File: src/crfh_defs.svh
/*
 Register offsets, field positions, reset values and timing counts for the
 charge-limit and fault handler. Assumes the 10 MHz system clock.
*/
`ifndef CRFH_DEFS_SVH
`define CRFH_DEFS_SVH

// ****************************************
// Register map
// ****************************************
`define REG_P1_STATUS 8'h03
`define REG_P2_STATUS 8'h04
`define REG_CTRL_BASE 8'h10
`define REG_THRESH_BASE 8'h20
`define REG_ACCUM_BASE 8'h30

// ****************************************
// Control register fields
// ****************************************
`define CTRL_LIMIT_EN 0
`define CTRL_RESTART 1
`define CTRL_ACTION_LSB 2
`define CTRL_LATCH 4
`define CTRL_ERR_CLR 5
`define ACTION_RESET 2'h1
`define THRESH_RESET 16'hffff

// ****************************************
// Status register fields
// ****************************************
`define STAT_ERR 0
`define STAT_HIT 1
`define STAT_ALERT 2

// ****************************************
// Timing
// ****************************************
`define CLK_MHZ 10
`define RETRY_WAIT_TIME_US 20000
`define RETRY_CHECK_TIME_US 1000
`define RETRY_WAIT_CYC (`RETRY_WAIT_TIME_US * `CLK_MHZ)
`define RETRY_CHECK_CYC (`RETRY_CHECK_TIME_US * `CLK_MHZ)

`endif

File: src/crfh_pkg.sv
/*
 Types shared by the charge-limit and fault handler modules.
 Assumes nothing of its surroundings.
*/
package crfh_pkg;

    typedef enum logic [1:0] {
        ACT_REPORT = 2'h0,
        ACT_REPORT_DISC = 2'h1,
        ACT_DISC_SLEEP = 2'h2,
        ACT_IGNORE = 2'h3
    } limit_action_t;

    typedef enum logic [1:0] {
        PS_SLEEP = 2'h0,
        PS_ACTIVE = 2'h1,
        PS_ERROR = 2'h2,
        PS_CHECK = 2'h3
    } power_state_t;

endpackage

File: src/accum_if.sv
/*
 Carrier between the port logic and its charge accumulator.
 Assumes both ends run on the same clock.
*/
`timescale 1ns/100ps
interface accum_if;
    logic clear;
    logic tick;
    logic [15:0] limit;
    logic [15:0] count;
    logic reached;

    modport owner (output clear, output tick, output limit, input count, input reached);
    modport counter (input clear, input tick, input limit, output count, output reached);
endinterface

File: src/charge_charge_limit_hit_flag_fault_handler.sv
/*
 Per-port charge limiting and fault handling for a dual port power switch.
 Assumes a byte register port driven by serial bus logic on clk_sys, and
 analog detector levels and enable pins that are asynchronous.
*/
`timescale 1ns/100ps
`include "crfh_defs.svh"
module charge_charge_limit_hit_flag_fault_handler import crfh_pkg::*; #(
    parameter int RETRY_WAIT_CYCLES = `RETRY_WAIT_CYC,
    parameter int RETRY_CHECK_CYCLES = `RETRY_CHECK_CYC
) (
    input wire logic clk_sys,
    input wire logic nrst,
    input wire logic port1_power_enable,
    input wire logic port2_power_enable,
    input wire logic [1:0] fault_overcurrent,
    input wire logic [1:0] fault_supply_ov,
    input wire logic [1:0] fault_port_uv,
    input wire logic [1:0] fault_back_voltage,
    input wire logic [1:0] fault_discharge,
    input wire logic [1:0] keepout_port_min,
    input wire logic [1:0] keepout_other,
    input wire logic [1:0] const_current_mode,
    input wire logic thermal_stage1_limit,
    input wire logic thermal_stage2_limit,
    input wire logic [1:0] charge_tick,
    input wire logic [7:0] reg_addr,
    input wire logic reg_wr_en,
    input wire logic reg_rd_en,
    input wire logic [7:0] reg_wr_data,
    output logic [7:0] reg_rd_data,
    output logic port1_switch_on,
    output logic port2_switch_on,
    output logic port1_alert_n,
    output logic port2_alert_n,
    output logic [1:0] port_in_error,
    output logic [1:0] port_in_sleep
);

    // ****************************************
    // Input synchronisers
    // ****************************************
    localparam int SW = 18;
    logic [SW-1:0] async_bank;
    logic [SW-1:0] sync_bank;

    assign async_bank = {thermal_stage2_limit, thermal_stage1_limit, const_current_mode,
                         keepout_port_min, fault_discharge, fault_back_voltage, fault_port_uv,
                         fault_supply_ov, fault_overcurrent, port2_power_enable, port1_power_enable};

    sync2_bank #(.W(SW)) u_sync (
        .clk_sys(clk_sys),
        .nrst(nrst),
        .async_in(async_bank),
        .sync_out(sync_bank)
    );

    wire [1:0] en_s = sync_bank[1:0];
    wire [1:0] oc_s = sync_bank[3:2];
    wire [1:0] ov_s = sync_bank[5:4];
    wire [1:0] uv_s = sync_bank[7:6];
    wire [1:0] bv_s = sync_bank[9:8];
    wire [1:0] dis_s = sync_bank[11:10];
    wire [1:0] vmin_s = sync_bank[13:12];
    wire [1:0] cc_s = sync_bank[15:14];
    wire therm1_s = sync_bank[16];
    wire therm2_s = sync_bank[17];

    // ****************************************
    // Per-port state
    // ****************************************
    logic switch_q [2];
    logic alert_n_q [2];
    logic err_q [2];
    logic sleep_q [2];
    logic [7:0] rd_port [2];

    generate
        for (genvar p = 0; p < 2; p++) begin : g_port
            localparam logic [7:0] STAT_A = (p == 0) ? `REG_P1_STATUS : `REG_P2_STATUS;
            localparam logic [7:0] CTRL_A = `REG_CTRL_BASE + 8'(p);
            localparam logic [7:0] TH_LO_A = `REG_THRESH_BASE + 8'(2 * p);
            localparam logic [7:0] TH_HI_A = `REG_THRESH_BASE + 8'(2 * p + 1);
            localparam logic [7:0] AC_LO_A = `REG_ACCUM_BASE + 8'(2 * p);
            localparam logic [7:0] AC_HI_A = `REG_ACCUM_BASE + 8'(2 * p + 1);

            accum_if acc ();

            charge_accum u_acc (
                .clk_sys(clk_sys),
                .nrst(nrst),
                .acc(acc)
            );

            logic limit_en_reg;
            limit_action_t action_reg;
            logic latch_reg;
            logic [15:0] thresh_reg;
            logic hit_reg;
            logic hit_next;
            logic en_prev_reg;
            logic lim_alert_prev_reg;
            logic alert_lim_reg;
            logic alert_lim_next;
            logic alert_flt_reg;
            logic alert_flt_next;
            power_state_t state_reg;
            power_state_t state_next;
            logic [23:0] tmr_reg;

            // Register decode
            wire wr_ctrl = reg_wr_en && reg_addr == CTRL_A;
            wire wr_th_lo = reg_wr_en && reg_addr == TH_LO_A;
            wire wr_th_hi = reg_wr_en && reg_addr == TH_HI_A;
            wire rd_stat = reg_rd_en && reg_addr == STAT_A;
            wire restart = wr_ctrl && reg_wr_data[`CTRL_RESTART];
            wire err_clr = wr_ctrl && reg_wr_data[`CTRL_ERR_CLR];
            wire limit_off = wr_ctrl && !reg_wr_data[`CTRL_LIMIT_EN] && limit_en_reg;

            // Enable edges
            wire en_rise = en_s[p] && !en_prev_reg;
            wire en_fall = !en_s[p] && en_prev_reg;
            wire en_toggle = en_rise || en_fall;

            // Fault qualification
            wire hard_fault = oc_s[p] || ov_s[p] || uv_s[p] || bv_s[p] || dis_s[p] || therm2_s;
            wire therm1_fault = therm1_s && (cc_s[p] || en_rise);
            wire keepout_fault = vmin_s[p];
            wire fault_now = hard_fault || therm1_fault || keepout_fault;

            // Charge limit derived behaviour
            wire active = state_reg == PS_ACTIVE;
            wire lim_alert = hit_reg && (action_reg == ACT_REPORT || action_reg == ACT_REPORT_DISC);
            wire lim_block = hit_reg && (action_reg == ACT_REPORT_DISC || action_reg == ACT_DISC_SLEEP);
            wire lim_sleep = hit_reg && action_reg == ACT_DISC_SLEEP;
            wire lim_alert_rise = lim_alert && !lim_alert_prev_reg;
            wire hit_clr = restart || limit_off;
            wire hit_set = limit_en_reg && active && acc.reached && !hit_reg;

            assign acc.clear = restart || limit_off;
            assign acc.tick = charge_tick[p] && limit_en_reg && active && !hit_reg;
            assign acc.limit = thresh_reg;

            // Retry timing
            wire wait_done = tmr_reg == 24'(RETRY_WAIT_CYCLES - 1);
            wire check_done = tmr_reg == 24'(RETRY_CHECK_CYCLES - 1);
            wire want_active = en_s[p] && !lim_sleep;

            always_comb begin
                state_next = state_reg;
                case (state_reg)
                    PS_SLEEP: begin
                        if (fault_now) begin
                            state_next = PS_ERROR;
                        end else if (want_active) begin
                            state_next = PS_ACTIVE;
                        end
                    end
                    PS_ACTIVE: begin
                        if (fault_now) begin
                            state_next = PS_ERROR;
                        end else if (!want_active) begin
                            state_next = PS_SLEEP;
                        end
                    end
                    PS_ERROR: begin
                        if (latch_reg) begin
                            if (en_fall || err_clr) begin
                                state_next = PS_CHECK;
                            end
                        end else if (wait_done) begin
                            state_next = PS_CHECK;
                        end
                    end
                    PS_CHECK: begin
                        if (fault_now) begin
                            state_next = PS_ERROR;
                        end else if (latch_reg || check_done) begin
                            state_next = want_active ? PS_ACTIVE : PS_SLEEP;
                        end
                    end
                    default: begin
                        state_next = PS_SLEEP;
                    end
                endcase
            end

            wire flt_enter = state_next == PS_ERROR && (state_reg == PS_SLEEP || state_reg == PS_ACTIVE);
            wire recover = state_reg == PS_CHECK && (state_next == PS_ACTIVE || state_next == PS_SLEEP);

            assign hit_next = hit_set || (hit_reg && !hit_clr);
            assign alert_lim_next = lim_alert_rise || (alert_lim_reg && lim_alert && !rd_stat && !en_toggle);
            assign alert_flt_next = flt_enter || (alert_flt_reg && !rd_stat && !en_toggle && !recover);

            // Control registers
            always_ff @(posedge clk_sys or negedge nrst) begin
                if (!nrst) begin
                    limit_en_reg <= 1'b0;
                    action_reg <= limit_action_t'(`ACTION_RESET);
                    latch_reg <= 1'b0;
                    thresh_reg <= `THRESH_RESET;
                end else begin
                    if (wr_ctrl) begin
                        limit_en_reg <= reg_wr_data[`CTRL_LIMIT_EN];
                        action_reg <= limit_action_t'(reg_wr_data[`CTRL_ACTION_LSB +: 2]);
                        latch_reg <= reg_wr_data[`CTRL_LATCH];
                    end
                    if (wr_th_lo) begin
                        thresh_reg[7:0] <= reg_wr_data;
                    end
                    if (wr_th_hi) begin
                        thresh_reg[15:8] <= reg_wr_data;
                    end
                end
            end

            // Port state and alerts
            always_ff @(posedge clk_sys or negedge nrst) begin
                if (!nrst) begin
                    state_reg <= PS_SLEEP;
                    tmr_reg <= 24'h000000;
                    en_prev_reg <= 1'b0;
                    hit_reg <= 1'b0;
                    lim_alert_prev_reg <= 1'b0;
                    alert_lim_reg <= 1'b0;
                    alert_flt_reg <= 1'b0;
                end else begin
                    state_reg <= state_next;
                    tmr_reg <= (state_next != state_reg) ? 24'h000000 : tmr_reg + 24'h000001;
                    en_prev_reg <= en_s[p];
                    hit_reg <= hit_next;
                    lim_alert_prev_reg <= lim_alert;
                    alert_lim_reg <= alert_lim_next;
                    alert_flt_reg <= alert_flt_next;
                end
            end

            // Registered outputs
            always_ff @(posedge clk_sys or negedge nrst) begin
                if (!nrst) begin
                    switch_q[p] <= 1'b0;
                    alert_n_q[p] <= 1'b1;
                    err_q[p] <= 1'b0;
                    sleep_q[p] <= 1'b1;
                end else begin
                    switch_q[p] <= state_next == PS_ACTIVE && !lim_block;
                    alert_n_q[p] <= !(alert_lim_next || alert_flt_next);
                    err_q[p] <= state_next == PS_ERROR || state_next == PS_CHECK;
                    sleep_q[p] <= state_next == PS_SLEEP;
                end
            end

            assign rd_port[p] = (reg_addr == STAT_A) ?
                                    {5'h00, alert_lim_reg || alert_flt_reg, hit_reg,
                                     state_reg == PS_ERROR || state_reg == PS_CHECK} :
                                (reg_addr == CTRL_A) ?
                                    {2'h0, 1'b0, latch_reg, action_reg, 1'b0, limit_en_reg} :
                                (reg_addr == TH_LO_A) ? thresh_reg[7:0] :
                                (reg_addr == TH_HI_A) ? thresh_reg[15:8] :
                                (reg_addr == AC_LO_A) ? acc.count[7:0] :
                                (reg_addr == AC_HI_A) ? acc.count[15:8] : 8'h00;
        end
    endgenerate

    // ****************************************
    // Register read port
    // ****************************************
    wire [7:0] rd_mux = rd_port[0] | rd_port[1];

    always_ff @(posedge clk_sys or negedge nrst) begin
        if (!nrst) begin
            reg_rd_data <= 8'h00;
        end else if (reg_rd_en) begin
            reg_rd_data <= rd_mux;
        end
    end

    assign port1_switch_on = switch_q[0];
    assign port2_switch_on = switch_q[1];
    assign port1_alert_n = alert_n_q[0];
    assign port2_alert_n = alert_n_q[1];
    assign port_in_error = {err_q[1], err_q[0]};
    assign port_in_sleep = {sleep_q[1], sleep_q[0]};

endmodule

File: src/sync2_bank.sv
/*
 Two flip-flop synchroniser for a bank of asynchronous levels.
 Assumes the inputs are slow levels, not pulses.
*/
`timescale 1ns/100ps
module sync2_bank #(parameter int W = 1) (
    input wire logic clk_sys,
    input wire logic nrst,
    input wire logic [W-1:0] async_in,
    output logic [W-1:0] sync_out
);
    logic [W-1:0] meta_reg;

    always_ff @(posedge clk_sys or negedge nrst) begin
        if (!nrst) begin
            meta_reg <= '0;
            sync_out <= '0;
        end else begin
            meta_reg <= async_in;
            sync_out <= meta_reg;
        end
    end
endmodule

File: src/charge_accum.sv
/*
 Saturating accumulated-charge counter for one port, with threshold compare.
 Assumes ticks come from the current monitor on the same clock.
*/
`timescale 1ns/100ps
module charge_accum (
    input wire logic clk_sys,
    input wire logic nrst,
    accum_if.counter acc
);
    logic [15:0] count_reg;
    logic [15:0] count_next;

    assign count_next = acc.clear ? 16'h0000 :
                        (acc.tick && count_reg != 16'hffff) ? count_reg + 16'h0001 : count_reg;
    assign acc.count = count_reg;
    assign acc.reached = count_reg >= acc.limit;

    always_ff @(posedge clk_sys or negedge nrst) begin
        if (!nrst) begin
            count_reg <= 16'h0000;
        end else begin
            count_reg <= count_next;
        end
    end
endmodule

File: config.mk
export PLATFORM = sky130hd
export DESIGN_NAME = charge_charge_limit_hit_flag_fault_handler
export DESIGN_NICKNAME = d
export VERILOG_FILES = /design/src/crfh_pkg.sv /design/src/accum_if.sv /design/src/charge_charge_limit_hit_flag_fault_handler.sv /design/src/sync2_bank.sv /design/src/charge_accum.sv
export VERILOG_INCLUDE_DIRS = /design/src
export SDC_FILE = /design/constraint.sdc
export NUM_CORES = 1
export LEC_CHECK = 0
export BUFFER_PORTS_ARGS = -buffer_cell sky130_fd_sc_hd__buf_2
export CAP_MARGIN = 20
export CORE_MARGIN = 4
export CORE_UTILIZATION = 60
export DETAILED_ROUTE_END_ITERATION = 8
export PLACE_DENSITY = 0.9
export REMOVE_ABC_BUFFERS = 1
export SYNTH_ARGS = -nofsm -noshare
export SYNTH_HDL_FRONTEND = slang
export SYNTH_SLANG_ARGS = --single-unit
File: constraint.sdc
create_clock -name clk_sys -period 3.4 [get_ports clk_sys]
set_input_delay 1.02 -clock clk_sys [delete_from_list [all_inputs] [get_ports clk_sys]]
set_output_delay 1.02 -clock clk_sys [all_outputs]
set_load 0.02 [all_outputs]
==> impl_metrics.csv, run 1 <==
group,metric,value,unit
yosys,synth_top_area_cell,"dfrtp_1",
pwr,fin_total_pwr,5.11,mW
timing,tightestPinTransition,0.817,ns
critical_path,r2r-start,"g_port[1].tmr_reg[0]",
yosys,yosysMostFrequentCell,"dfrtp_1",
yosys,netlist_area,0.00964,sq mm
timing,hold_viol,0,
die,coreArea,0.0158,sq mm
pwr,power_density,473,mW/mm^2
clock_tree,cts_tree,"done",
die,die_y,135,um
die,row_count,46,
detailed_routing,first_pass_iters,6,
yosys,synth-main-ff-cell,"dfrtp_1",
yosys,synth_top_family_by_area,"simple AND/OR/NAND/NOR gates",
critical_path,cp.required,3.72,ns
critical_path,crit_path_start_kind,"register",
clock_tree,cts_max_level,4,
yosys,ys_seq_area_share,48.8,%
critical_path,cp_max_fo,24,
timing,finalCritPeriodShare,77.7,%
timing,rsz0062_at_grt,"false",
placed_design,place_hpwl,15800,um
yosys,synth_mux_area_share,5.80,%
placed_design,pre_cts_slack,0.410,ns
finish,fillers,1108,
global_route,globalRouteTotalUtil,26.9,%
critical_path,crit_path_end_kind,"register",
timing,fmax,379,MHz
clock_tree,cts_made_buffers,17,
die,die_w,135,um
min_path,hold_start,"u_sync.meta_reg[17]",
yosys,ys.warnings.count,0,
global_route,grt.overflow.total,0,
yosys,synth_compound_area_share,9.37,%
finish,layout.cells.non_filler,1213,
detailed_routing,ant_nets,0,
timing,fin_crit,2.64,ns
die,ios,58,
critical_path,r2r-end,"g_port[1].tmr_reg[0]",
min_path,min_path_cells,0,
clock_tree,cts_setup_buffers,0,
detailed_routing,drtIter0Drc,791,
clock_tree,clkSlewWorstSetupHoldPaths,0.07,ns
clock_tree,cts.hold.buffers_added,0,
yosys,synthTopCellsByArea,"dfrtp_1 38%, dfstp_2 10%, ha_1 5.5%, mux2_2 4.1%, xor2_1 3.7%",
clock_tree,clk_latency,0.45,ns
yosys,synth-xor-area-share,6.54,%
yosys,synth_edf_count,0,
detailed_routing,wl_per_cell,19.3,um
detailed_routing,vias_per_cell,6.20,
finish,drive_gt1_share,19.6,%
clock_tree,clockBufferDepth,2,
timing,setup_ws,0.759,ns
pwr,ir_worst_vdd,0.000402,V
finish,largest_reg_flops,48,
placed_design,dp_cells,1181,
timing,finClkSkew,0.00934,ns
finish,multiInputGateArea,0.00460,sq mm
placed_design,port_buffers,55,
run,cap_violations,0,
timing,slew_violations,0,
global_route,antenna_found_initial,0,
global_route,grt_pass1_wl,38600,um
yosys,syn_area_per_cell,10.5,sq um
finish,regArea,0.00470,sq mm
placed_design,gp_congestion,0.921,
critical_path,cp_slowest_cell,"dfrtp_1",
detailed_routing,routed_wl,23400,um
finish,nets,1068,
global_route,grt_max_degree,67,
yosys,yosysTopAreaCellShare,38.4,%
global_route,grt_pass1_vias,7563,
yosys,yosys-top-cells-count,"148 x dfrtp_1, 84 x nor2_1, 70 x nand2_1",
pwr,p_leak,4.75,nW
yosys,async_flop_share,100,%
timing,final-setup-viol-count,0,
critical_path,max_stage_delay,0.42,ns
detailed_routing,drc,0,
critical_path,r2r_cells,8,
run_status,status,"finished clean",
yosys,ys_ff_latch,186,
yosys,synthCells,922,
finish,antenna_cells,0,
timing,tns,0,ns
yosys,synth_cell_types,78,
die,dieArea,0.0182,sq mm
critical_path,rrSetupSlack,0.76,ns
detailed_routing,vias,7525,
finish,area_growth,12.1,%
min_path,min_path_type,"reg2reg",
critical_path,crit_arrival,2.96,ns
die,start_util,60.9,%
critical_path,crit_chain,"ha_1 > and3_1 > and4_1 > a311o_1 > a21boi_0 > o22ai_2 > buf_4 > nor4_1",
clock_tree,post_cts_resized,0,
timing,relSlewSlack,45.1,%
min_path,holdPathEnd,"u_sync.sync_out[17]",
clock_tree,root_buffer,"clkbuf_16",
yosys,synth_simple_gate_area_share,20.5,%
yosys,synth_fa_ha_area_share,5.57,%
critical_path,crit_type,"reg2reg",
clock_tree,cts.sinks,186,
critical_path,crit_start,"g_port[1].tmr_reg[0]",
-- placed cells by master, fill, tap and decap left out, types with 11 or more instances in the layout --
cell type and instances:
and4_1 15, ha_1 42, inv_1 47, buf_2 54, nor3_1 18, and3_1 17, a21o_1 11, buf_4 14
nand4_1 26, dfstp_2 38, nor4_1 31, mux2_2 35, nor2b_1 15, nand3_1 37, xnor2_1 31, nand2_1 70
clkbuf_16 17, xor2_1 41, nor2_1 84, a21oi_1 30, dfrtp_1 148, mux2i_1 12, o21ai_0 26
-- power by group --
| part | switching (mW) | internal, mW |
|---|---|---|
| Clock | 0.903 | 1.19 |
| Sequential | 0.132 | 2.37 |
| Combinational | 0.299 | 0.218 |
-- layer usage --
| metal | wire [um] | track usage [%] | vias to the layer above |
|---|---|---|---|
| li1 | - | - | 3432 |
| met1 | 9720 | 35.3 | 3723 |
| met2 | 11300 | 44.1 | 309 |
| met3 | 1690 | 5.63 | 61 |
| met4 | 618 | 10.7 | 0 |
| met5 | 0 | 0 | - |
-- critical path, delay by kind of cell, from the launching register on --
| family | cells | cell delay, ns |
|---|---|---|
| AOI/OAI and AO/OA | 3 | 0.76 |
| buffers and inverters | 1 | 0.23 |
| and+or+nand+nor | 3 | 0.85 |
| adders and majority gates | 1 | 0.26 |
| DFF | 1 | 0.42 |
-- cells by family after synthesis --
family / Yosys count
multiplexers: 50
XOR/XNOR: 72
adder cells (fa/ha/maj): 43
AND/OR/NAND/NOR: 364
AO/OA/AOI/OAI: 131
flip-flops: 186
buffers and inverters: 76
-- stage by stage --
stage	cell area (sq um)	hold slack (ns)	utilization [%]
floorplan	9480	0.331	-
global placement	10200	0.332	64.4
detailed placement	10200	0.335	64.4
CTS	10800	0.345	68.3
global route	10800	0.359	68.3
finish	10800	0.347	68.3
-- cell type report --
cell class / instances / share of cell area [%]
inverters: 47 / 1.63
multi-input cells: 660 / 42.6
flip-flops and latches: 186 / 43.5
clock inverters: 11 / 1.46
clock buffers: 21 / 4.17
repair buffers: 72 / 4.13
well taps: 216 / 2.50
-- how the worst max path moves through the flow --
stage	slack (ns)	depth (start not counted)	endpoint
finish	0.76	8	g_port[1].tmr_reg[0]
global route	0.62	8	g_port[1].tmr_reg[14]
CTS	0.79	8	g_port[1].tmr_reg[0]
detailed placement	0.41	6	g_port[0].tmr_reg[20]
global placement	0.49	6	g_port[0].tmr_reg[7]
floorplan	0.17	6	g_port[1].tmr_reg[10]
(Power assumes the default switching activity.)
==> run 2: changes to the inputs <==
Settings changed: CORE_UTILIZATION 60 to 55, PLACE_DENSITY 0.9 to 0.87.
Clock period 3.4 ns to 2.12 ns, I/O delays scaled along.
==> run 2 against run 1 <==
The flow now finishes with violations (setup timing). Die area up 8.5%. First-iteration DRC count down 7.5%. Flip-flop and latch count unchanged. Wire length up 7.7%. Global-route usage down 1.0 points. Non-clock buffer count up 94. Clock power up 65%. Critical path type unchanged. Highest routed layer is now met5.
==> impl_metrics.csv, run 2 (synthesis results as in run 1) <==
group,metric,value,unit
finish,drive_gt1_share,29.3,%
critical_path,crit_path_start_kind,"register",
clock_tree,cts_tree,"done",
pwr,p_comb_share,14.0,%
pwr,ir_worst_vdd,0.000947,V
die,ios,58,
timing,tns,-3.28,ns
pwr,sequentialPowerShare,46.0,%
timing,relSlewSlack,63.1,%
global_route,antenna_found_initial,1,
pwr,p_sw_share,26.9,%
critical_path,crit_type,"reg2reg",
timing,fmax,452,MHz
timing,rsz0062_at_grt,"true",
detailed_routing,ant_nets,0,
timing,setup_ws,-0.0945,ns
detailed_routing,vias,7892,
detailed_routing,vias_per_cell,6.00,
die,die_y,140,um
timing,tightestPinTransition,0.549,ns
detailed_routing,drc,0,
finish,nets,1162,
critical_path,crit_path_end_kind,"register",
global_route,grt.overflow.total,0,
min_path,min_path_type,"in2async",
die,dieArea,0.0197,sq mm
pwr,fin_total_pwr,8.62,mW
clock_tree,clockBufferDepth,2,
placed_design,place_area,0.0109,sq mm
detailed_routing,routed_wl,25200,um
timing,finalCritPeriodShare,104,%
finish,stdcell_area,0.0119,sq mm
finish,antenna_cells,0,
placed_design,place_hpwl,17500,um
pwr,p_int,6.30,mW
critical_path,cp_max_fo,24,
clock_tree,clkSlewWorstSetupHoldPaths,0.07,ns
die,start_util,55.9,%
die,coreArea,0.0172,sq mm
run,cap_violations,0,
timing,final-setup-viol-count,48,
pwr,pwr-share-clk,40.1,%
finish,final_core_util,68.8,%
timing,slew_violations,0,
critical_path,crit_arrival,2.53,ns
clock_tree,clk_latency,0.44,ns
run_status,violations,"setup timing",
run_status,status,"finished with violations",
pwr,p_leak,5.27,nW
global_route,grt_max_degree,62,
detailed_routing,drtIter0Drc,732,
pwr,power_density,727,mW/mm^2
die,die_w,140,um
detailed_routing,wl_per_cell,19.1,um
placed_design,gp_congestion,0.966,
global_route,globalRouteTotalUtil,25.9,%
global_route,grt_pass1_vias,8181,
clock_tree,cts.sinks,186,
clock_tree,root_buffer,"clkbuf_16",
finish,area_growth,23.0,%
timing,finClkSkew,0.00819,ns
finish,largest_reg_flops,48,
timing,hold_viol,0,
placed_design,port_buffers,55,
clock_tree,cts_max_level,4,
die,row_count,48,
finish,layout_commonest_cell,"dfrtp_1",
timing,whs,0.128,ns
clock_tree,cts_made_buffers,17,
pwr,p_switching,2.32,mW
detailed_routing,first_pass_iters,5,
global_route,grt_pass1_wl,41100,um
critical_path,cp.required,2.43,ns
finish,mostFrequentLayoutCells,"148 x dfrtp_1, 104 x buf_4, 82 x nor2_1",
timing,fin_crit,2.21,ns
[run 2: final cells by class]
cell class | instances | area, sq um
Timing Repair Buffer | 166 | 1200
Fill cell | 1216 | 5380
Clock buffer | 18 | 439
Clock inverter | 14 | 200
Multi-Input combinational cell | 660 | 4860
Sequential cell | 186 | 4700
Tap cell | 225 | 282
Inverter | 47 | 176
[run 2: metrics by stage]
stage,worst slack [ns],cells
5_1_grt,-0.231,1316
4_1_cts,-0.0483,1311
2_1_floorplan,-0.724,893
3_3_place_gp,-0.163,1274
6_report,-0.0945,1316
3_5_place_dp,-0.230,1274
[run 2: timing repair]
item,CTS,global route
pin swaps,8,2
hold endpoints to repair,0,0
setup buffers,5,6
endpoints found under the setup margin,51,54
hold buffers,0,0
gates resized for setup,24,18
[run 2: per-layer routing]
metal,wire (um),up-vias,global-route usage [%]
met5,7,-,0
met4,616,2,8.72
met3,1790,59,5.19
met2,12400,328,43.6
met1,10300,3883,33.5
li1,-,3620,-
[run 2: power by group through the flow]
| stage | clock network (mW) | registers [mW] | logic (mW) |
|---|---|---|---|
| 2_1_floorplan | 0 | 4.02 | 0.488 |
| 3_5_place_dp | 0 | 4.02 | 1.05 |
| 6_report | 3.46 | 3.96 | 1.20 |
| 5_1_grt | 3.65 | 3.99 | 1.32 |
| 4_1_cts | 3.50 | 3.96 | 1.12 |
| 3_3_place_gp | 0 | 4.00 | 0.994 |
[run 2: final timing paths]
| check | start | end | slack [ns] | cells past startpoint |
|---|---|---|---|---|
| setup reg to reg | g_port[1].tmr_reg[0] | g_port[1].tmr_reg[10] | -0.09 | 8 |
| max in group asynchronous | nrst | g_port[1].acc.limit[3] | 1.28 | 2 |
| hold reg to reg | u_sync.meta_reg[5] | u_sync.sync_out[5] | 0.35 | 0 |
| setup / recovery | g_port[1].tmr_reg[0] | g_port[1].tmr_reg[10] | -0.09 | 8 |
| hold / removal | nrst | g_port[0].tmr_reg[0] | 0.13 | 1 |
| min in group clk_sys | fault_supply_ov[1] | u_sync.meta_reg[5] | 0.30 | 1 |
[run 2: critical path, stage by stage, from the launching register on]
cell and delay [ns]:
dfrtp_1 0.40, ha_2 0.20, and3_4 0.19, and4_1 0.21, a311o_1 0.32, a21o_1 0.21
o22ai_2 0.20, buf_12 0.26, nor4_2 0.08
==> run 3: changes to the inputs <==
Settings changed: SETUP_SLACK_MARGIN set to 0.4.
==> run 3 against run 2 <==
The run still ends with setup timing left. Core utilization is 6.5 points higher. Global-route usage rose by 1.0 points. Worst hold slack got worse by 0.0015 ns. Via count up 6.9%. Critical path depth unchanged. Die area stayed put. Clock skew increased by 0.0062 ns. Final area grew 9.4%. Wire length increased by 16%. Flip-flop and latch count did not move. Sequential power hardly changed. Critical path type unchanged.
==> impl_metrics.csv, run 3 (synthesis results as in run 1) <==
group,metric,value,unit
die,start_util,55.9,%
pwr,p_leak,5.55,nW
critical_path,crit_chain,"ha_2 > and3_4 > and4_1 > a311o_1 > a21o_1 > o22ai_4 > clkbuf_16 > nor4_4",
critical_path,crit_type,"reg2reg",
timing,relSlewSlack,57.9,%
detailed_routing,wl_per_cell,21.6,um
global_route,globalRouteTotalUtil,26.9,%
placed_design,place_area,0.0109,sq mm
detailed_routing,vias,8434,
die,die_y,140,um
placed_design,gp_congestion,0.966,
global_route,grt_pass1_wl,42700,um
die,die_w,140,um
placed_design,port_buffers,55,
finish,stdcell_area,0.0130,sq mm
detailed_routing,drc,0,
finish,fillers,987,
finish,layout.cells.non_filler,1352,
detailed_routing,ant_nets,0,
clock_tree,cts.sinks,186,
detailed_routing,first_pass_iters,7,
timing,rsz0062_at_grt,"true",
global_route,grt.overflow.total,0,
timing,setup_ws,-0.223,ns
clock_tree,clockBufferDepth,2,
die,row_count,48,
clock_tree,cts_max_level,4,
critical_path,cp_top_family,"compound AO/OA/AOI/OAI gates",
timing,slew_violations,0,
global_route,met3_usage,5.39,%
timing,tightestPinTransition,0.631,ns
min_path,min_path_type,"in2async",
finish,final_core_util,75.3,%
global_route,grt_pass1_vias,8442,
timing,final-setup-viol-count,51,
pwr,ir_worst_vdd,0.000814,V
die,dieArea,0.0197,sq mm
timing,finalCritPeriodShare,111,%
placed_design,dp_cells,1274,
global_route,grt_max_degree,62,
finish,layout_commonest_cell,"dfrtp_1",
finish,antenna_cells,0,
timing,fin_crit,2.34,ns
critical_path,crit_buf_inv,1,
timing,hold_viol,0,
critical_path,crit_path_end_kind,"register",
clock_tree,cts_tree,"done",
global_route,use_met2,45.8,%
finish,area_growth,34.6,%
run,cap_violations,0,
clock_tree,cts_made_buffers,17,
critical_path,max_stage_delay,0.39,ns
critical_path,cp_slowest_cell,"dfrtp_1",
finish,drive_gt1_share,40.6,%
timing,fmax,427,MHz
timing,finClkSkew,0.0144,ns
finish,nets,1198,
critical_path,crit_arrival,2.65,ns
critical_path,crit_path_start_kind,"register",
pwr,power_density,691,mW/mm^2
placed_design,pre_cts_slack,-0.230,ns
placed_design,place_hpwl,17500,um
finish,largest_reg_flops,48,
die,ios,58,
detailed_routing,routed_wl,29200,um
detailed_routing,vias_per_cell,6.24,
critical_path,cp_max_fo,6,
finish,mostFrequentLayoutCells,"134 x dfrtp_1, 122 x buf_4, 65 x nor2_1",
detailed_routing,drtIter0Drc,851,
clock_tree,clkSlewWorstSetupHoldPaths,0.08,ns
clock_tree,clk_latency,0.45,ns
critical_path,cp.required,2.42,ns
clock_tree,root_buffer,"clkbuf_16",
run_status,violations,"setup timing",
die,coreArea,0.0172,sq mm
run_status,status,"finished with violations",
global_route,antenna_found_initial,1,
global_route,top_usage_layer,"met2",
global_route,gr-usage-met1,34.3,%
clock_tree,cts.hold.buffers_added,0,
[run 3: layout make-up]
cell class	instances	area (sq um)	area share (%)
multi-input combinational	660	5490	42.3
sequential	186	4720	36.4
timing repair buffer	202	1660	12.8
clock buffer	18	439	3.38
tap	225	282	2.17
clock inverter	14	200	1.54
inverter	47	183	1.41
[run 3: path summary, 6_finish.rpt]
check	from	end	slack, ns	cells past startpoint
worst max-delay path	g_port[1].tmr_reg[1]	g_port[1].tmr_reg[9]	-0.22	8
worst min-delay path	nrst	g_port[0].tmr_reg[0]	0.13	1
worst max register to register	g_port[1].tmr_reg[1]	g_port[1].tmr_reg[9]	-0.22	8
worst min register to register	u_sync.meta_reg[13]	u_sync.sync_out[13]	0.34	0
max in group asynchronous	nrst	g_port[1].acc.limit[12]	1.26	2
min in group clk_sys	fault_overcurrent[1]	u_sync.meta_reg[3]	0.29	1
[run 3: through the flow]
step                      power, mW  setup TNS (ns)  hold slack [ns]
after floorplan                4.51          -24.68            0.331
after global placement         4.99           -6.56            0.332
after detailed placement       5.07           -8.48            0.336
after CTS                      8.63           -1.63            0.136
after global routing           9.28          -11.20            0.148
final                          8.97           -8.59            0.127
[run 3: power by group]
part	switching (mW)	internal (mW)	leakage [nW]	total, mW
clock	1.55	1.94	0.311	3.49
combinational	0.755	0.745	2.96	1.50
sequential	0.177	3.80	2.28	3.97
[run 3: per-layer routing]
metal	vias to the layer above	routed length, um
met3	94	2140
met1	4222	11300
met2	421	14800
li1	3695	-
met4	2	901
met5	-	7
[run 3: timing repair]
item / in CTS / in global routing
gates resized for setup: 102 / 127
endpoints found under the setup margin: 99 / 109
endpoints found under the hold margin: 0 / 0
pin swaps: 43 / 72
setup buffers: 28 / 13
gates cloned: 0 / 5
